`config.mk`:
```
export PLATFORM = sky130hd
export DESIGN_NAME = rtc_calendar_top
export DESIGN_NICKNAME = d
export VERILOG_FILES = /design/src/common/rtc_pkg.sv /design/src/hdl/field_counter.sv /design/src/hdl/rtc_calendar_top.sv
export VERILOG_INCLUDE_DIRS = /design/src /design/src/common
export SDC_FILE = /design/constraint.sdc
export NUM_CORES = 1
export LEC_CHECK = 0
export ABC_AREA = 1
export BUFFER_PORTS_ARGS = -buffer_cell sky130_fd_sc_hd__buf_2
export CORE_AREA = 8 8 148 150
export DETAILED_ROUTE_END_ITERATION = 16
export DIE_AREA = 0 0 156 158
export PLACE_DENSITY_LB_ADDON = 0.15
export REMOVE_ABC_BUFFERS = 1
export SETUP_SLACK_MARGIN = 0.4
export SLEW_MARGIN = 20
export SYNTH_ARGS = -nofsm -noshare
export SYNTH_HDL_FRONTEND = slang
export SYNTH_HIERARCHICAL = 1
export SYNTH_SLANG_ARGS = --single-unit
```
`constraint.sdc`:
```
create_clock -name clk_sys -period 14.6 [get_ports clk_sys]
set_input_delay 2.92 -clock clk_sys [delete_from_list [all_inputs] [get_ports clk_sys]]
set_output_delay 2.92 -clock clk_sys [all_outputs]
set_load 0.05 [all_outputs]
```
`src/common/rtc_params.svh`:
```
// Constants for the calendar clock: timing, field limits and reset values
`ifndef RTC_PARAMS_SVH
`define RTC_PARAMS_SVH

`define RTC_CLK_PERIOD_NS 40
`define RTC_SECOND_NS 1000000000
`define RTC_TICK_CYCLES (`RTC_SECOND_NS / `RTC_CLK_PERIOD_NS)
`define RTC_BATT_LOSS_S 15
`define RTC_BOOT_CYCLES 3

`define RTC_DATA_W 16
`define RTC_HHMMSS_W 18
`define RTC_YEAR_W 14
`define RTC_MONTH_W 4
`define RTC_DATE_W 5
`define RTC_DOW_W 3
`define RTC_HOUR_W 5
`define RTC_MIN_W 6
`define RTC_SEC_W 6

`define RTC_SEC_MAX 59
`define RTC_MIN_MAX 59
`define RTC_HOUR_MAX 23
`define RTC_MONTH_MAX 12
`define RTC_DOW_MAX 7
`define RTC_YEAR_MAX 9999

`define RTC_RST_YEAR 2000
`define RTC_RST_MONTH 1
`define RTC_RST_DATE 1
`define RTC_RST_DOW 6
`define RTC_RST_HOUR 0
`define RTC_RST_MIN 0
`define RTC_RST_SEC 0

`define RTC_HOUR_WEIGHT 10000
`define RTC_MIN_WEIGHT 100

`endif

```
`src/common/rtc_pkg.sv`:
```
// Types shared by the calendar clock design
package rtc_pkg;
  typedef enum logic [2:0] {
    sel_year,
    sel_month,
    sel_date,
    sel_dow,
    sel_hour,
    sel_minute,
    sel_second
  } field_sel_type;
endpackage : rtc_pkg

```
`src/hdl/field_counter.sv`:
```
// One wrapping calendar field with a program load and a carry out
`timescale 1ns/1ps
`default_nettype none
module field_counter #(
  parameter int W = 6,
  parameter logic [W-1:0] LO = '0,
  parameter logic [W-1:0] RST = '0
) (
  // Clock and reset
  input wire logic clk_sys,
  input wire logic rst,
  // Control
  input wire logic inc,
  input wire logic ld,
  input wire logic [W-1:0] ld_val,
  input wire logic [W-1:0] hi,
  // Value
  output logic [W-1:0] val_ff,
  output logic carry
);
  generate
    if (W < 1 || W > 16) begin : g_bad_width
      $error("field_counter width out of range");
    end
  endgenerate

  // A written value above the top wraps on the next advance
  assign carry = inc && (val_ff >= hi);

  always_ff @(posedge clk_sys or posedge rst) begin
    if (rst) begin
      val_ff <= RST;
    end else if (ld) begin
      val_ff <= ld_val;
    end else if (carry) begin
      val_ff <= LO;
    end else if (inc) begin
      val_ff <= val_ff + W'(1);
    end
  end
endmodule : field_counter
`default_nettype wire

```
`src/hdl/rtc_calendar_top.sv`:
```
// Calendar clock with optional backed module, fault flag and packed time
//
// Operation
// - Keep year to second, advancing once per second.
// - Seven date and time fields, each readable and writable.
// - Fields held and returned as plain binary integers.
// - Year holds the full four-digit value with century.
// - Day of week runs 1 for Monday up to 7 for Sunday.
// - Detect the backed module and take seconds from it when present.
// - Missing battery or removal beyond 15 seconds means data lost.
// - Lost data sets the fault flag and lights the indicator.
// - Corrupted contents or absent battery also raise the fault.
// - Packed time equals hour*10000 + minute*100 + second.
// - Fault clears after setting and power cycle unless module damaged.
`timescale 1ns/1ps
`default_nettype none
`include "rtc_params.svh"
module rtc_calendar_top #(
  parameter int TICK_CYCLES = `RTC_TICK_CYCLES
) (
  // Clock and reset
  input wire logic clk_sys,
  input wire logic rst,
  // Field write
  input wire logic wr_en,
  input wire logic [2:0] wr_sel,
  input wire logic [`RTC_DATA_W-1:0] wr_data,
  // Field read
  input wire logic [2:0] rd_sel,
  output logic [`RTC_DATA_W-1:0] rd_data_ff,
  // Packed time
  output logic [`RTC_HHMMSS_W-1:0] hhmmss_ff,
  // Backed module pins
  input wire logic mod_present_in,
  input wire logic mod_tick_in,
  input wire logic mod_batt_ok_in,
  input wire logic mod_corrupt_in,
  // Status
  output logic src_module_ff,
  output logic clk_fault_ff,
  output logic fault_led_ff
);
  generate
    if (TICK_CYCLES < 2) begin : g_bad_tick
      $error("TICK_CYCLES must be at least 2");
    end
  endgenerate

  ////////////////////////////////////////////////////////////////////////////
  // Pin synchronisers
  logic [3:0] pin_meta_ff;
  logic [3:0] pin_sync_ff;
  logic tick_prev_ff;
  always_ff @(posedge clk_sys or posedge rst) begin
    if (rst) begin
      pin_meta_ff <= 4'h0;
      pin_sync_ff <= 4'h0;
      tick_prev_ff <= 1'b0;
    end else begin
      pin_meta_ff <= {mod_corrupt_in, mod_batt_ok_in, mod_tick_in, mod_present_in};
      pin_sync_ff <= pin_meta_ff;
      tick_prev_ff <= pin_sync_ff[1];
    end
  end
  logic present_s;
  logic batt_ok_s;
  logic corrupt_s;
  logic mod_edge;
  assign present_s = pin_sync_ff[0];
  assign batt_ok_s = pin_sync_ff[2];
  assign corrupt_s = pin_sync_ff[3];
  assign mod_edge = pin_sync_ff[1] && !tick_prev_ff;

  ////////////////////////////////////////////////////////////////////////////
  // Internal one-second divider
  localparam int DIV_W = $clog2(TICK_CYCLES);
  logic [DIV_W-1:0] div_ff;
  logic int_tick;
  assign int_tick = (div_ff == DIV_W'(TICK_CYCLES - 1));
  always_ff @(posedge clk_sys or posedge rst) begin
    if (rst) begin
      div_ff <= '0;
    end else if (int_tick) begin
      div_ff <= '0;
    end else begin
      div_ff <= div_ff + DIV_W'(1);
    end
  end

  // Seconds come from the module while it is fitted
  logic sec_tick;
  assign sec_tick = src_module_ff ? mod_edge : int_tick;
  always_ff @(posedge clk_sys or posedge rst) begin
    if (rst) begin
      src_module_ff <= 1'b0;
    end else begin
      src_module_ff <= present_s;
    end
  end

  ////////////////////////////////////////////////////////////////////////////
  // Calendar fields
  logic [`RTC_YEAR_W-1:0] year_v;
  logic [`RTC_MONTH_W-1:0] month_v;
  logic [`RTC_DATE_W-1:0] date_v;
  logic [`RTC_DOW_W-1:0] dow_v;
  logic [`RTC_HOUR_W-1:0] hour_v;
  logic [`RTC_MIN_W-1:0] min_v;
  logic [`RTC_SEC_W-1:0] sec_v;
  logic c_sec, c_min, c_hour, c_date, c_month;
  logic [6:0] ld;
  logic [`RTC_DATE_W-1:0] month_days;
  logic leap;

  always_comb begin
    ld = 7'h00;
    if (wr_en && wr_sel <= 3'(rtc_pkg::sel_second)) begin
      ld[wr_sel] = 1'b1;
    end
  end

  // Four-digit year decides the leap day
  assign leap = (year_v % 4 == 0) && ((year_v % 100 != 0) || (year_v % 400 == 0));
  always_comb begin
    case (month_v)
      4'h2: month_days = leap ? 5'h1d : 5'h1c;
      4'h4, 4'h6, 4'h9, 4'hb: month_days = 5'h1e;
      default: month_days = 5'h1f;
    endcase
  end

  field_counter #(.W(`RTC_SEC_W), .LO('0), .RST(`RTC_SEC_W'(`RTC_RST_SEC))) u_sec (
    .clk_sys(clk_sys), .rst(rst), .inc(sec_tick), .ld(ld[rtc_pkg::sel_second]),
    .ld_val(wr_data[`RTC_SEC_W-1:0]), .hi(`RTC_SEC_W'(`RTC_SEC_MAX)),
    .val_ff(sec_v), .carry(c_sec));
  field_counter #(.W(`RTC_MIN_W), .LO('0), .RST(`RTC_MIN_W'(`RTC_RST_MIN))) u_min (
    .clk_sys(clk_sys), .rst(rst), .inc(c_sec), .ld(ld[rtc_pkg::sel_minute]),
    .ld_val(wr_data[`RTC_MIN_W-1:0]), .hi(`RTC_MIN_W'(`RTC_MIN_MAX)),
    .val_ff(min_v), .carry(c_min));
  field_counter #(.W(`RTC_HOUR_W), .LO('0), .RST(`RTC_HOUR_W'(`RTC_RST_HOUR))) u_hour (
    .clk_sys(clk_sys), .rst(rst), .inc(c_min), .ld(ld[rtc_pkg::sel_hour]),
    .ld_val(wr_data[`RTC_HOUR_W-1:0]), .hi(`RTC_HOUR_W'(`RTC_HOUR_MAX)),
    .val_ff(hour_v), .carry(c_hour));
  field_counter #(.W(`RTC_DATE_W), .LO(`RTC_DATE_W'(1)),
    .RST(`RTC_DATE_W'(`RTC_RST_DATE))) u_date (
    .clk_sys(clk_sys), .rst(rst), .inc(c_hour), .ld(ld[rtc_pkg::sel_date]),
    .ld_val(wr_data[`RTC_DATE_W-1:0]), .hi(month_days),
    .val_ff(date_v), .carry(c_date));
  field_counter #(.W(`RTC_DOW_W), .LO(`RTC_DOW_W'(1)),
    .RST(`RTC_DOW_W'(`RTC_RST_DOW))) u_dow (
    .clk_sys(clk_sys), .rst(rst), .inc(c_hour), .ld(ld[rtc_pkg::sel_dow]),
    .ld_val(wr_data[`RTC_DOW_W-1:0]), .hi(`RTC_DOW_W'(`RTC_DOW_MAX)),
    .val_ff(dow_v), .carry());
  field_counter #(.W(`RTC_MONTH_W), .LO(`RTC_MONTH_W'(1)),
    .RST(`RTC_MONTH_W'(`RTC_RST_MONTH))) u_month (
    .clk_sys(clk_sys), .rst(rst), .inc(c_date), .ld(ld[rtc_pkg::sel_month]),
    .ld_val(wr_data[`RTC_MONTH_W-1:0]), .hi(`RTC_MONTH_W'(`RTC_MONTH_MAX)),
    .val_ff(month_v), .carry(c_month));
  field_counter #(.W(`RTC_YEAR_W), .LO('0), .RST(`RTC_YEAR_W'(`RTC_RST_YEAR))) u_year (
    .clk_sys(clk_sys), .rst(rst), .inc(c_month), .ld(ld[rtc_pkg::sel_year]),
    .ld_val(wr_data[`RTC_YEAR_W-1:0]), .hi(`RTC_YEAR_W'(`RTC_YEAR_MAX)),
    .val_ff(year_v), .carry());

  ////////////////////////////////////////////////////////////////////////////
  // Read port and packed time, both plain binary
  logic [`RTC_DATA_W-1:0] rd_mux;
  always_comb begin
    case (rd_sel)
      3'(rtc_pkg::sel_year): rd_mux = `RTC_DATA_W'(year_v);
      3'(rtc_pkg::sel_month): rd_mux = `RTC_DATA_W'(month_v);
      3'(rtc_pkg::sel_date): rd_mux = `RTC_DATA_W'(date_v);
      3'(rtc_pkg::sel_dow): rd_mux = `RTC_DATA_W'(dow_v);
      3'(rtc_pkg::sel_hour): rd_mux = `RTC_DATA_W'(hour_v);
      3'(rtc_pkg::sel_minute): rd_mux = `RTC_DATA_W'(min_v);
      3'(rtc_pkg::sel_second): rd_mux = `RTC_DATA_W'(sec_v);
      default: rd_mux = '0;
    endcase
  end

  logic [`RTC_HHMMSS_W-1:0] nxt_hhmmss;
  assign nxt_hhmmss = `RTC_HHMMSS_W'(hour_v) * `RTC_HHMMSS_W'(`RTC_HOUR_WEIGHT)
                    + `RTC_HHMMSS_W'(min_v) * `RTC_HHMMSS_W'(`RTC_MIN_WEIGHT)
                    + `RTC_HHMMSS_W'(sec_v);

  always_ff @(posedge clk_sys or posedge rst) begin
    if (rst) begin
      rd_data_ff <= '0;
      hhmmss_ff <= '0;
    end else begin
      rd_data_ff <= rd_mux;
      hhmmss_ff <= nxt_hhmmss;
    end
  end

  ////////////////////////////////////////////////////////////////////////////
  // Fault detection
  // Only a reset re-runs the power-up check, so a fault persists until the
  // next power cycle even after software has set the time again.
  logic [1:0] boot_ff;
  logic boot_eval;
  logic [4:0] batt_gone_ff;
  logic batt_lost;
  assign boot_eval = (boot_ff == 2'(`RTC_BOOT_CYCLES - 1));
  assign batt_lost = (batt_gone_ff > 5'(`RTC_BATT_LOSS_S));

  always_ff @(posedge clk_sys or posedge rst) begin
    if (rst) begin
      boot_ff <= 2'h0;
    end else if (boot_ff != 2'(`RTC_BOOT_CYCLES)) begin
      boot_ff <= boot_ff + 2'h1;
    end
  end

  // Absence is timed on the internal divider since module ticks may stop
  always_ff @(posedge clk_sys or posedge rst) begin
    if (rst) begin
      batt_gone_ff <= 5'h00;
    end else if (!present_s || batt_ok_s) begin
      batt_gone_ff <= 5'h00;
    end else if (int_tick && !batt_lost) begin
      batt_gone_ff <= batt_gone_ff + 5'h01;
    end
  end

  always_ff @(posedge clk_sys or posedge rst) begin
    if (rst) begin
      clk_fault_ff <= 1'b0;
    end else if (boot_eval && (!present_s || !batt_ok_s || corrupt_s)) begin
      clk_fault_ff <= 1'b1;
    end else if (batt_lost || (present_s && corrupt_s)) begin
      clk_fault_ff <= 1'b1;
    end
  end

  always_ff @(posedge clk_sys or posedge rst) begin
    if (rst) begin
      fault_led_ff <= 1'b0;
    end else begin
      fault_led_ff <= clk_fault_ff;
    end
  end

  ////////////////////////////////////////////////////////////////////////////
  // Checks
  a_sec_wrap: assert property (@(posedge clk_sys) disable iff (rst)
    (sec_tick && sec_v == 6'h3b && !ld[rtc_pkg::sel_second]) |=> sec_v == 6'h00)
    else $error("second did not wrap to zero");
  a_min_carry: assert property (@(posedge clk_sys) disable iff (rst)
    (sec_tick && sec_v == 6'h3b && min_v < 6'h3b && ld == 7'h00)
      |=> min_v == $past(min_v) + 6'h01)
    else $error("minute did not follow second carry");
  a_hour_range: assert property (@(posedge clk_sys) disable iff (rst)
    (c_min && hour_v == 5'h17 && !ld[rtc_pkg::sel_hour]) |=> hour_v == 5'h00)
    else $error("hour did not wrap after 23");
  a_dow_wrap: assert property (@(posedge clk_sys) disable iff (rst)
    (c_hour && dow_v == 3'h7 && !ld[rtc_pkg::sel_dow]) |=> dow_v == 3'h1)
    else $error("sunday did not roll to monday");
  a_read_echo: assert property (@(posedge clk_sys) disable iff (rst)
    (rd_sel == 3'(rtc_pkg::sel_year)) |=> rd_data_ff == `RTC_DATA_W'($past(year_v)))
    else $error("year read does not match field");
  a_packed_time: assert property (@(posedge clk_sys) disable iff (rst)
    1'b1 |=> hhmmss_ff == `RTC_HHMMSS_W'($past(hour_v)) * `RTC_HHMMSS_W'(10000)
      + `RTC_HHMMSS_W'($past(min_v)) * `RTC_HHMMSS_W'(100) + `RTC_HHMMSS_W'($past(sec_v)))
    else $error("packed time wrong");
  a_src_select: assert property (@(posedge clk_sys) disable iff (rst)
    (src_module_ff && !mod_edge && !ld[rtc_pkg::sel_second]) |=> sec_v == $past(sec_v))
    else $error("second advanced without module tick");
  a_boot_fault: assert property (@(posedge clk_sys) disable iff (rst)
    (boot_eval && !present_s) |=> clk_fault_ff ##1 fault_led_ff)
    else $error("missing module did not raise fault");
  a_fault_sticky: assert property (@(posedge clk_sys) disable iff (rst)
    clk_fault_ff |=> clk_fault_ff [*3])
    else $error("fault flag dropped without reset");
  a_batt_loss: assert property (@(posedge clk_sys) disable iff (rst)
    (batt_gone_ff == 5'(`RTC_BATT_LOSS_S) && int_tick && present_s && !batt_ok_s)
      |=> ##[1:3] clk_fault_ff)
    else $error("battery loss did not raise fault");
endmodule : rtc_calendar_top
`default_nettype wire

```
Yosys cells after proc, flatten, opt, wreduce, memory -nomap -nowiden
Cells that the tools add are included.

storage, ports and cells
  register bits after elaboration = 121
  bits of input ports = 29
  output and inout bits = 37

cells by class
  add/subtract/negate cells = 12
  multipliers = 2
  div/mod/pow operators = 2
  magnitude comparators = 11
  eq/ne operators = 14
  mux-type cells = 33
  reductions and logical operators = 37

operators with widths
  kind                     count
  $pmux W14 S7             1
  $logic_not A32 Y1        2
  $mux W14                 3
  $mux W5                  8
  $mux W6                  6
  $mod A14 B7 Y32 const B  1
  $mod A14 B9 Y32 const B  1
  $reduce_bool A32 Y1      1
  $add A25 B1 Y25 const B  1
  $eq A25 B25 Y1 const B   1
  $mux W25                 1
  $reduce_bool A3 Y1       7
  $add A18 B13 Y18         1
  $add A18 B6 Y18          1
  $add A5 B1 Y5 const B    3
  $add A14 B1 Y14 const B  1
  $ge A14 B14 Y1 const B   1
  $logic_and A1 B1 Y1      14
  $mul A5 B10 Y14 const B  1
  $add A6 B1 Y6 const B    2
  $ge A6 B6 Y1 const B     2
  $mux W4                  3
  $mul A6 B5 Y11 const B   1
  $eq A3 B3 Y1 const B     3
  other kinds (28)         45

Depth between registers and ports, before layout
  depth in word-level cells = 12
  depth in mapped cells = 63
  gate-level depth less buffers = 63

By module
Netlist, hierarchy kept.

by module, submodules not included
  module                      instances  cells each  area each (um^2)  sequential area each (um^2)
  rtc_calendar_top            1          837         6456.2            1901.8
  field_counter at u_year     1          216         1400.1            357.8
  field_counter at u_min ...  2          87          571.8             150.1
  field_counter at u_date     1          68          455.4             126.4
  field_counter at u_hour     1          68          455.4             125.1
  field_counter at u_month    1          51          359.1             101.3
  field_counter at u_dow      1          36          255.2             77.6

Worst setup path after synthesis
OpenSTA, ideal clock, no wires.

  path kind = register to register
  start = register u_year.val_ff[10]
  end = register u_year.val_ff[8]
  setup time = 0.062 ns
  arrival = 5.805 ns
  path slack = 8.734 ns
  cell stages (with the launch flop) = 57
  path buffers = 0
  clock period less this slack = 5.866 ns
  cell sequence = dfstp_2 nor2_2 a21oi_1 ha_1 nand3_1 nand2_1 a21oi_4 nand4_1 a21oi_4 nand4_1 nand2_4 nand2_2 a21oi_2 nand3_2 nand2_1 nand2_2 nor2_4 nand2_4 [21 not listed] nand2_1 ha_1 inv_1 nand2_1 nand3_1 nand2_2 nand2_2 inv_1 nand2_1 inv_1 inv_1 nor2_4 inv_1 a21oi_1 o21ai_0 inv_1 nand2_1 nand2_1

on the way
  cells in the longest elaborated chain, start to end = 12
  elaborated cells on any way between the ends = 16
  classes of those cells = div (2); order compare (2); mux (4); reduce/logical (8)

RTL lines
  item                                                      RTL line                 RTL
  start: declaration                                        field_counter.sv:18      output logic [W-1:0] val_ff,
  start signal: assignment                                  field_counter.sv:34      val_ff <= ld_val;
  start signal: assignment                                  field_counter.sv:38      val_ff <= val_ff + W'(1);
  $mod A14 B7 Y32 or $mod A14 B9 Y32 (tied branches)        rtc_calendar_top.sv:123  assign leap = (year_v % 4 == 0) && ((year_v % 100 != 0) || (year_v % 400 == 0));
  $reduce_bool A32 Y1 or $logic_not A32 Y1 (tied branches)  rtc_calendar_top.sv:123
  $logic_or A1 B1 Y1 *                                      rtc_calendar_top.sv:123
  $logic_and A1 B1 Y1 *                                     rtc_calendar_top.sv:123
  $mux W1 *                                                 rtc_calendar_top.sv:126  4'h2: month_days = leap ? 5'h1d : 5'h1c;
  $pmux W2 S2 *                                             rtc_calendar_top.sv:125  case (month_v)
  via month_days[0]                                         rtc_calendar_top.sv:112  logic [`RTC_DATE_W-1:0] month_days;
  $ge A5 B5 Y1 *                                            field_counter.sv:28      assign carry = inc && (val_ff >= hi);
  $logic_and A1 B1 Y1 *                                     field_counter.sv:28
  via c_date                                                rtc_calendar_top.sv:110  logic c_sec, c_min, c_hour, c_date, c_month;
  $logic_and A1 B1 Y1 *                                     field_counter.sv:28
  via c_month                                               rtc_calendar_top.sv:110
  $logic_and A1 B1 Y1                                       field_counter.sv:28
  $mux W14                                                  field_counter.sv:35      end else if (carry) begin
  $mux W14                                                  field_counter.sv:33      end else if (ld) begin

Mark *: on every way through the listed nets, which the timed path passes. The rest lies on a longest branch.
A chain may end at the register's enable or synchronous reset.

Final worst setup path
  start = register u_year.val_ff[9]
  end = register u_year.val_ff[8]

Same word-level chain as after synthesis.

==> qor_table.md <==
| Stage | Item | Value |
|:---|:---|:---|
| run status | Status | completed |
| worst setup path | Slowest-stage cell, CP | sky130_fd_sc_hd__dfstp_2 |
| hold path | Classification of the worst-slack hold path | flip-flop to flip-flop |
| floorplanning | Die ar. | 24600 um2 |
| route | DR vias | 9347 |
| synth | Number of synthesis warnings | 6 |
| sta | Final Slew Violations | 0 |
| grt | Total global routing overflow | 0 |
| worst setup path | Crit path required time | 14960 ps |
| worst setup path | Critical path data arrival time | 7530 ps |
| synth | Area of the mapped netlist | 10500 um2 |
| sta | Minimum clock period | 7170 ps |
| final layout | Total number of nets in the final design | 1717 |
| sta | Relative slew margins | 38.3% |
| clocking | Buffer levels on the longest clock path | 2 |
| sta | Total negative slack | 0 ps |
| floorplanning | Area of the core | 19700 um2 |
| route | Wirelength, routed | 24200 um |
| sta | Period Utilization, post-route | 49.1% |
| clocking | Clock buffers created by TritonCTS | 17 |
| floorplanning | Floorplan row count | 52 |
| grt | Maximum number of pins on one net before global-route repair | 67 |
| placed design | Count of buffers from port buffering | 61 |
| clocking | CTS tree | done |
| placed design | Worst setup timing slack at the placement stage | 7240 ps |
| placed design | RD Place Congestion | 0.871 |
| placed design | Detailed placement HPWL | 18300 um |
| route | DRC violation total after the first TritonRoute iteration | 486 |
| worst setup path | Startpoint Class | flip-flop |
| final layout | Finished Cell Area | 11900 um2 |
| run | # Max-Cap Violations | 0 |
| floorplanning | Die X-Extent | 156 um |
| grt | First-pass GRT wire length | 41800 um |
| grt | Global Route Usage Sum | 20.7% |
| worst setup path | Kind of critical path | flip-flop to flip-flop |
| final layout | Growth of design area from synthesis to finish | 13.2% |
| worst setup path | Stage delay of the slowest cell on the critical path | 630 ps |
| floorplanning | Vertical die dimension | 158 um |
| grt | Initial antenna violation count | 0 |
| route | Detailed-route wire length per cell | 13.1 um |
| final layout | Diodes inserted | 0 |
| sta | Slew of the pin with the lowest slew margin | 923 ps |
| clocking | Cts-stage hold buffer count | 0 |
| clocking | Worst skew pair latency | 420 ps |
| route | Routed Antenna Nets | 0 |
| grt | Number of global-route vias before repair | 8979 |
| route | Number of iterations in the first detailed-routing pass | 5 |
| worst setup path | Endpoint kind of the worst setup timing path | flip-flop |
| worst setup path | Worst-path maximum fanout | 26 |
| clocking | H-tree depth reported by CTS | 4 |
| worst setup path | CP dominant cell by count | sky130_fd_sc_hd__nand2_1 |
| clocking | Post_cts resized | 0 |
| sta | Number of endpoints with negative hold slack in the final report | 0 |
| clocking | Clock Sinks | 119 |
| worst setup path | Reg-to-reg critical path startpoint | u_year/val_ff[9]$_DFFE_PP1P_ |
| sta | Unrepaired setup endpoints after global routing | no |
| sta | Timing-limited maximum frequency | 0.139 GHz |
| floorplanning | Initial standard-cell utilization of the core | 53.4% |
| sta | Skew final | 8.69 ps |
| route | DRC errors left | 0 |
| final layout | Share of cells above drive strength 1 | 12.2% |
| clocking | Number of setup buffers added after CTS | 0 |
| floorplanning | IO Count | 66 |
| clocking | Root buffer cell | sky130_fd_sc_hd__clkbuf_16 |
| synth | Post-Synthesis Cells | 1448 |
| route | Via-to-Cell Ratio | 5.08 |
| sta | Final setup slack of the worst path | 7430 ps |
| sta | Endpoints failing setup | 0 |
| placed design | Instance area after placement | 11300 um2 |
| hold path | Launch instance of the worst min-delay path | pin_meta_ff[1]$_DFF_PP0_ |
| synth | Avg Synthesized Cell Area | 7.26 um2 |
| clocking | Clock slew at the register clock pins of the worst setup and hold paths | 60 ps |
| worst setup path | Origin of the worst setup path | u_year/val_ff[9]$_DFFE_PP1P_ |
-- routing by layer --
layer  track usage, %  up-vias  routed length (um)
met2             34.7      191               11400
met4             4.67        0                 297
met5                0        -                   0
met3             4.56       22                1340
li1                 -     4865                   -
met1             26.6     4269               11200
-- flip-flops by register name (all words and copies together), names as in the netlist, 4 cells and up --
signal,flops
u_hour/val_ff,5
u_sec/val_ff,6
u_min/val_ff,6
hhmmss_ff,18
pin_meta_ff,4
batt_gone_ff,5
u_date/val_ff,5
pin_sync_ff,4
u_month/val_ff,4
div_ff,25
rd_data_ff,14
u_year/val_ff,14
-- through the flow --
step	util, %	hold WS, ps	std cells
floorplan	-	331	1475
global placement	57.1	334	1810
CTS	60.3	353	1841
detailed placement	57.1	336	1810
finish	60.4	349	1841
global route	60.4	364	1841
-- cells in the final DEF (no fill, tap or decap), types with 10 or more instances in the layout --
| master | count |
|---|---|
| sky130_fd_sc_hd__nand2_1 | 344 |
| sky130_fd_sc_hd__inv_1 | 248 |
| sky130_fd_sc_hd__nor2_1 | 134 |
| sky130_fd_sc_hd__ha_1 | 121 |
| sky130_fd_sc_hd__dfrtp_1 | 109 |
| sky130_fd_sc_hd__nand3_1 | 75 |
| sky130_fd_sc_hd__buf_2 | 61 |
| sky130_fd_sc_hd__a21oi_1 | 51 |
| sky130_fd_sc_hd__nand4_1 | 44 |
| sky130_fd_sc_hd__conb_1 | 43 |
| sky130_fd_sc_hd__a22oi_1 | 39 |
| sky130_fd_sc_hd__xor2_1 | 34 |
| sky130_fd_sc_hd__o21ai_0 | 28 |
| sky130_fd_sc_hd__nand2_2 | 26 |
| sky130_fd_sc_hd__nor3_1 | 20 |
| sky130_fd_sc_hd__clkbuf_16 | 17 |
| sky130_fd_sc_hd__xnor2_1 | 16 |
| sky130_fd_sc_hd__inv_2 | 14 |
| sky130_fd_sc_hd__dfstp_2 | 10 |
-- critical path: cells and delay by family, from the launching register on --
kind / cells / cell delay [ps]
and+or+nand+nor: 34 / 3530
buffers and inverters: 10 / 1340
AOI/OAI and AO/OA: 7 / 1130
DFF: 1 / 630
adders and majority gates: 2 / 480
-- worst paths after layout --
| check | slack [ps] | end | depth (start not counted) |
|---|---|---|---|
| hold reg to reg | 350 | pin_sync_ff[1]$_DFF_PP0_ | 0 |
| hold / removal | 350 | pin_sync_ff[1]$_DFF_PP0_ | 0 |
| setup reg to reg | 7430 | u_year/val_ff[8]$_DFFE_PP1P_ | 53 |
| setup / recovery | 7430 | u_year/val_ff[8]$_DFFE_PP1P_ | 53 |
| min in group asynchronous | 2480 | u_dow/val_ff[0]$_DFFE_PP0P_ | 2 |
| max in group asynchronous | 10990 | pin_sync_ff[1]$_DFF_PP0_ | 3 |
-- layout make-up --
class,instances,area (um2)
multi-input combinational,1091,6620
fill,1869,7810
tap,270,338
clock buffer,23,458
clock inverter,8,171
timing repair buffer,65,335
inverter,265,996
sequential,119,2990
Power is left out: the tool's default activity adds up to more than one toggle a clock period on the data nets, which glitch-free logic cannot reach.
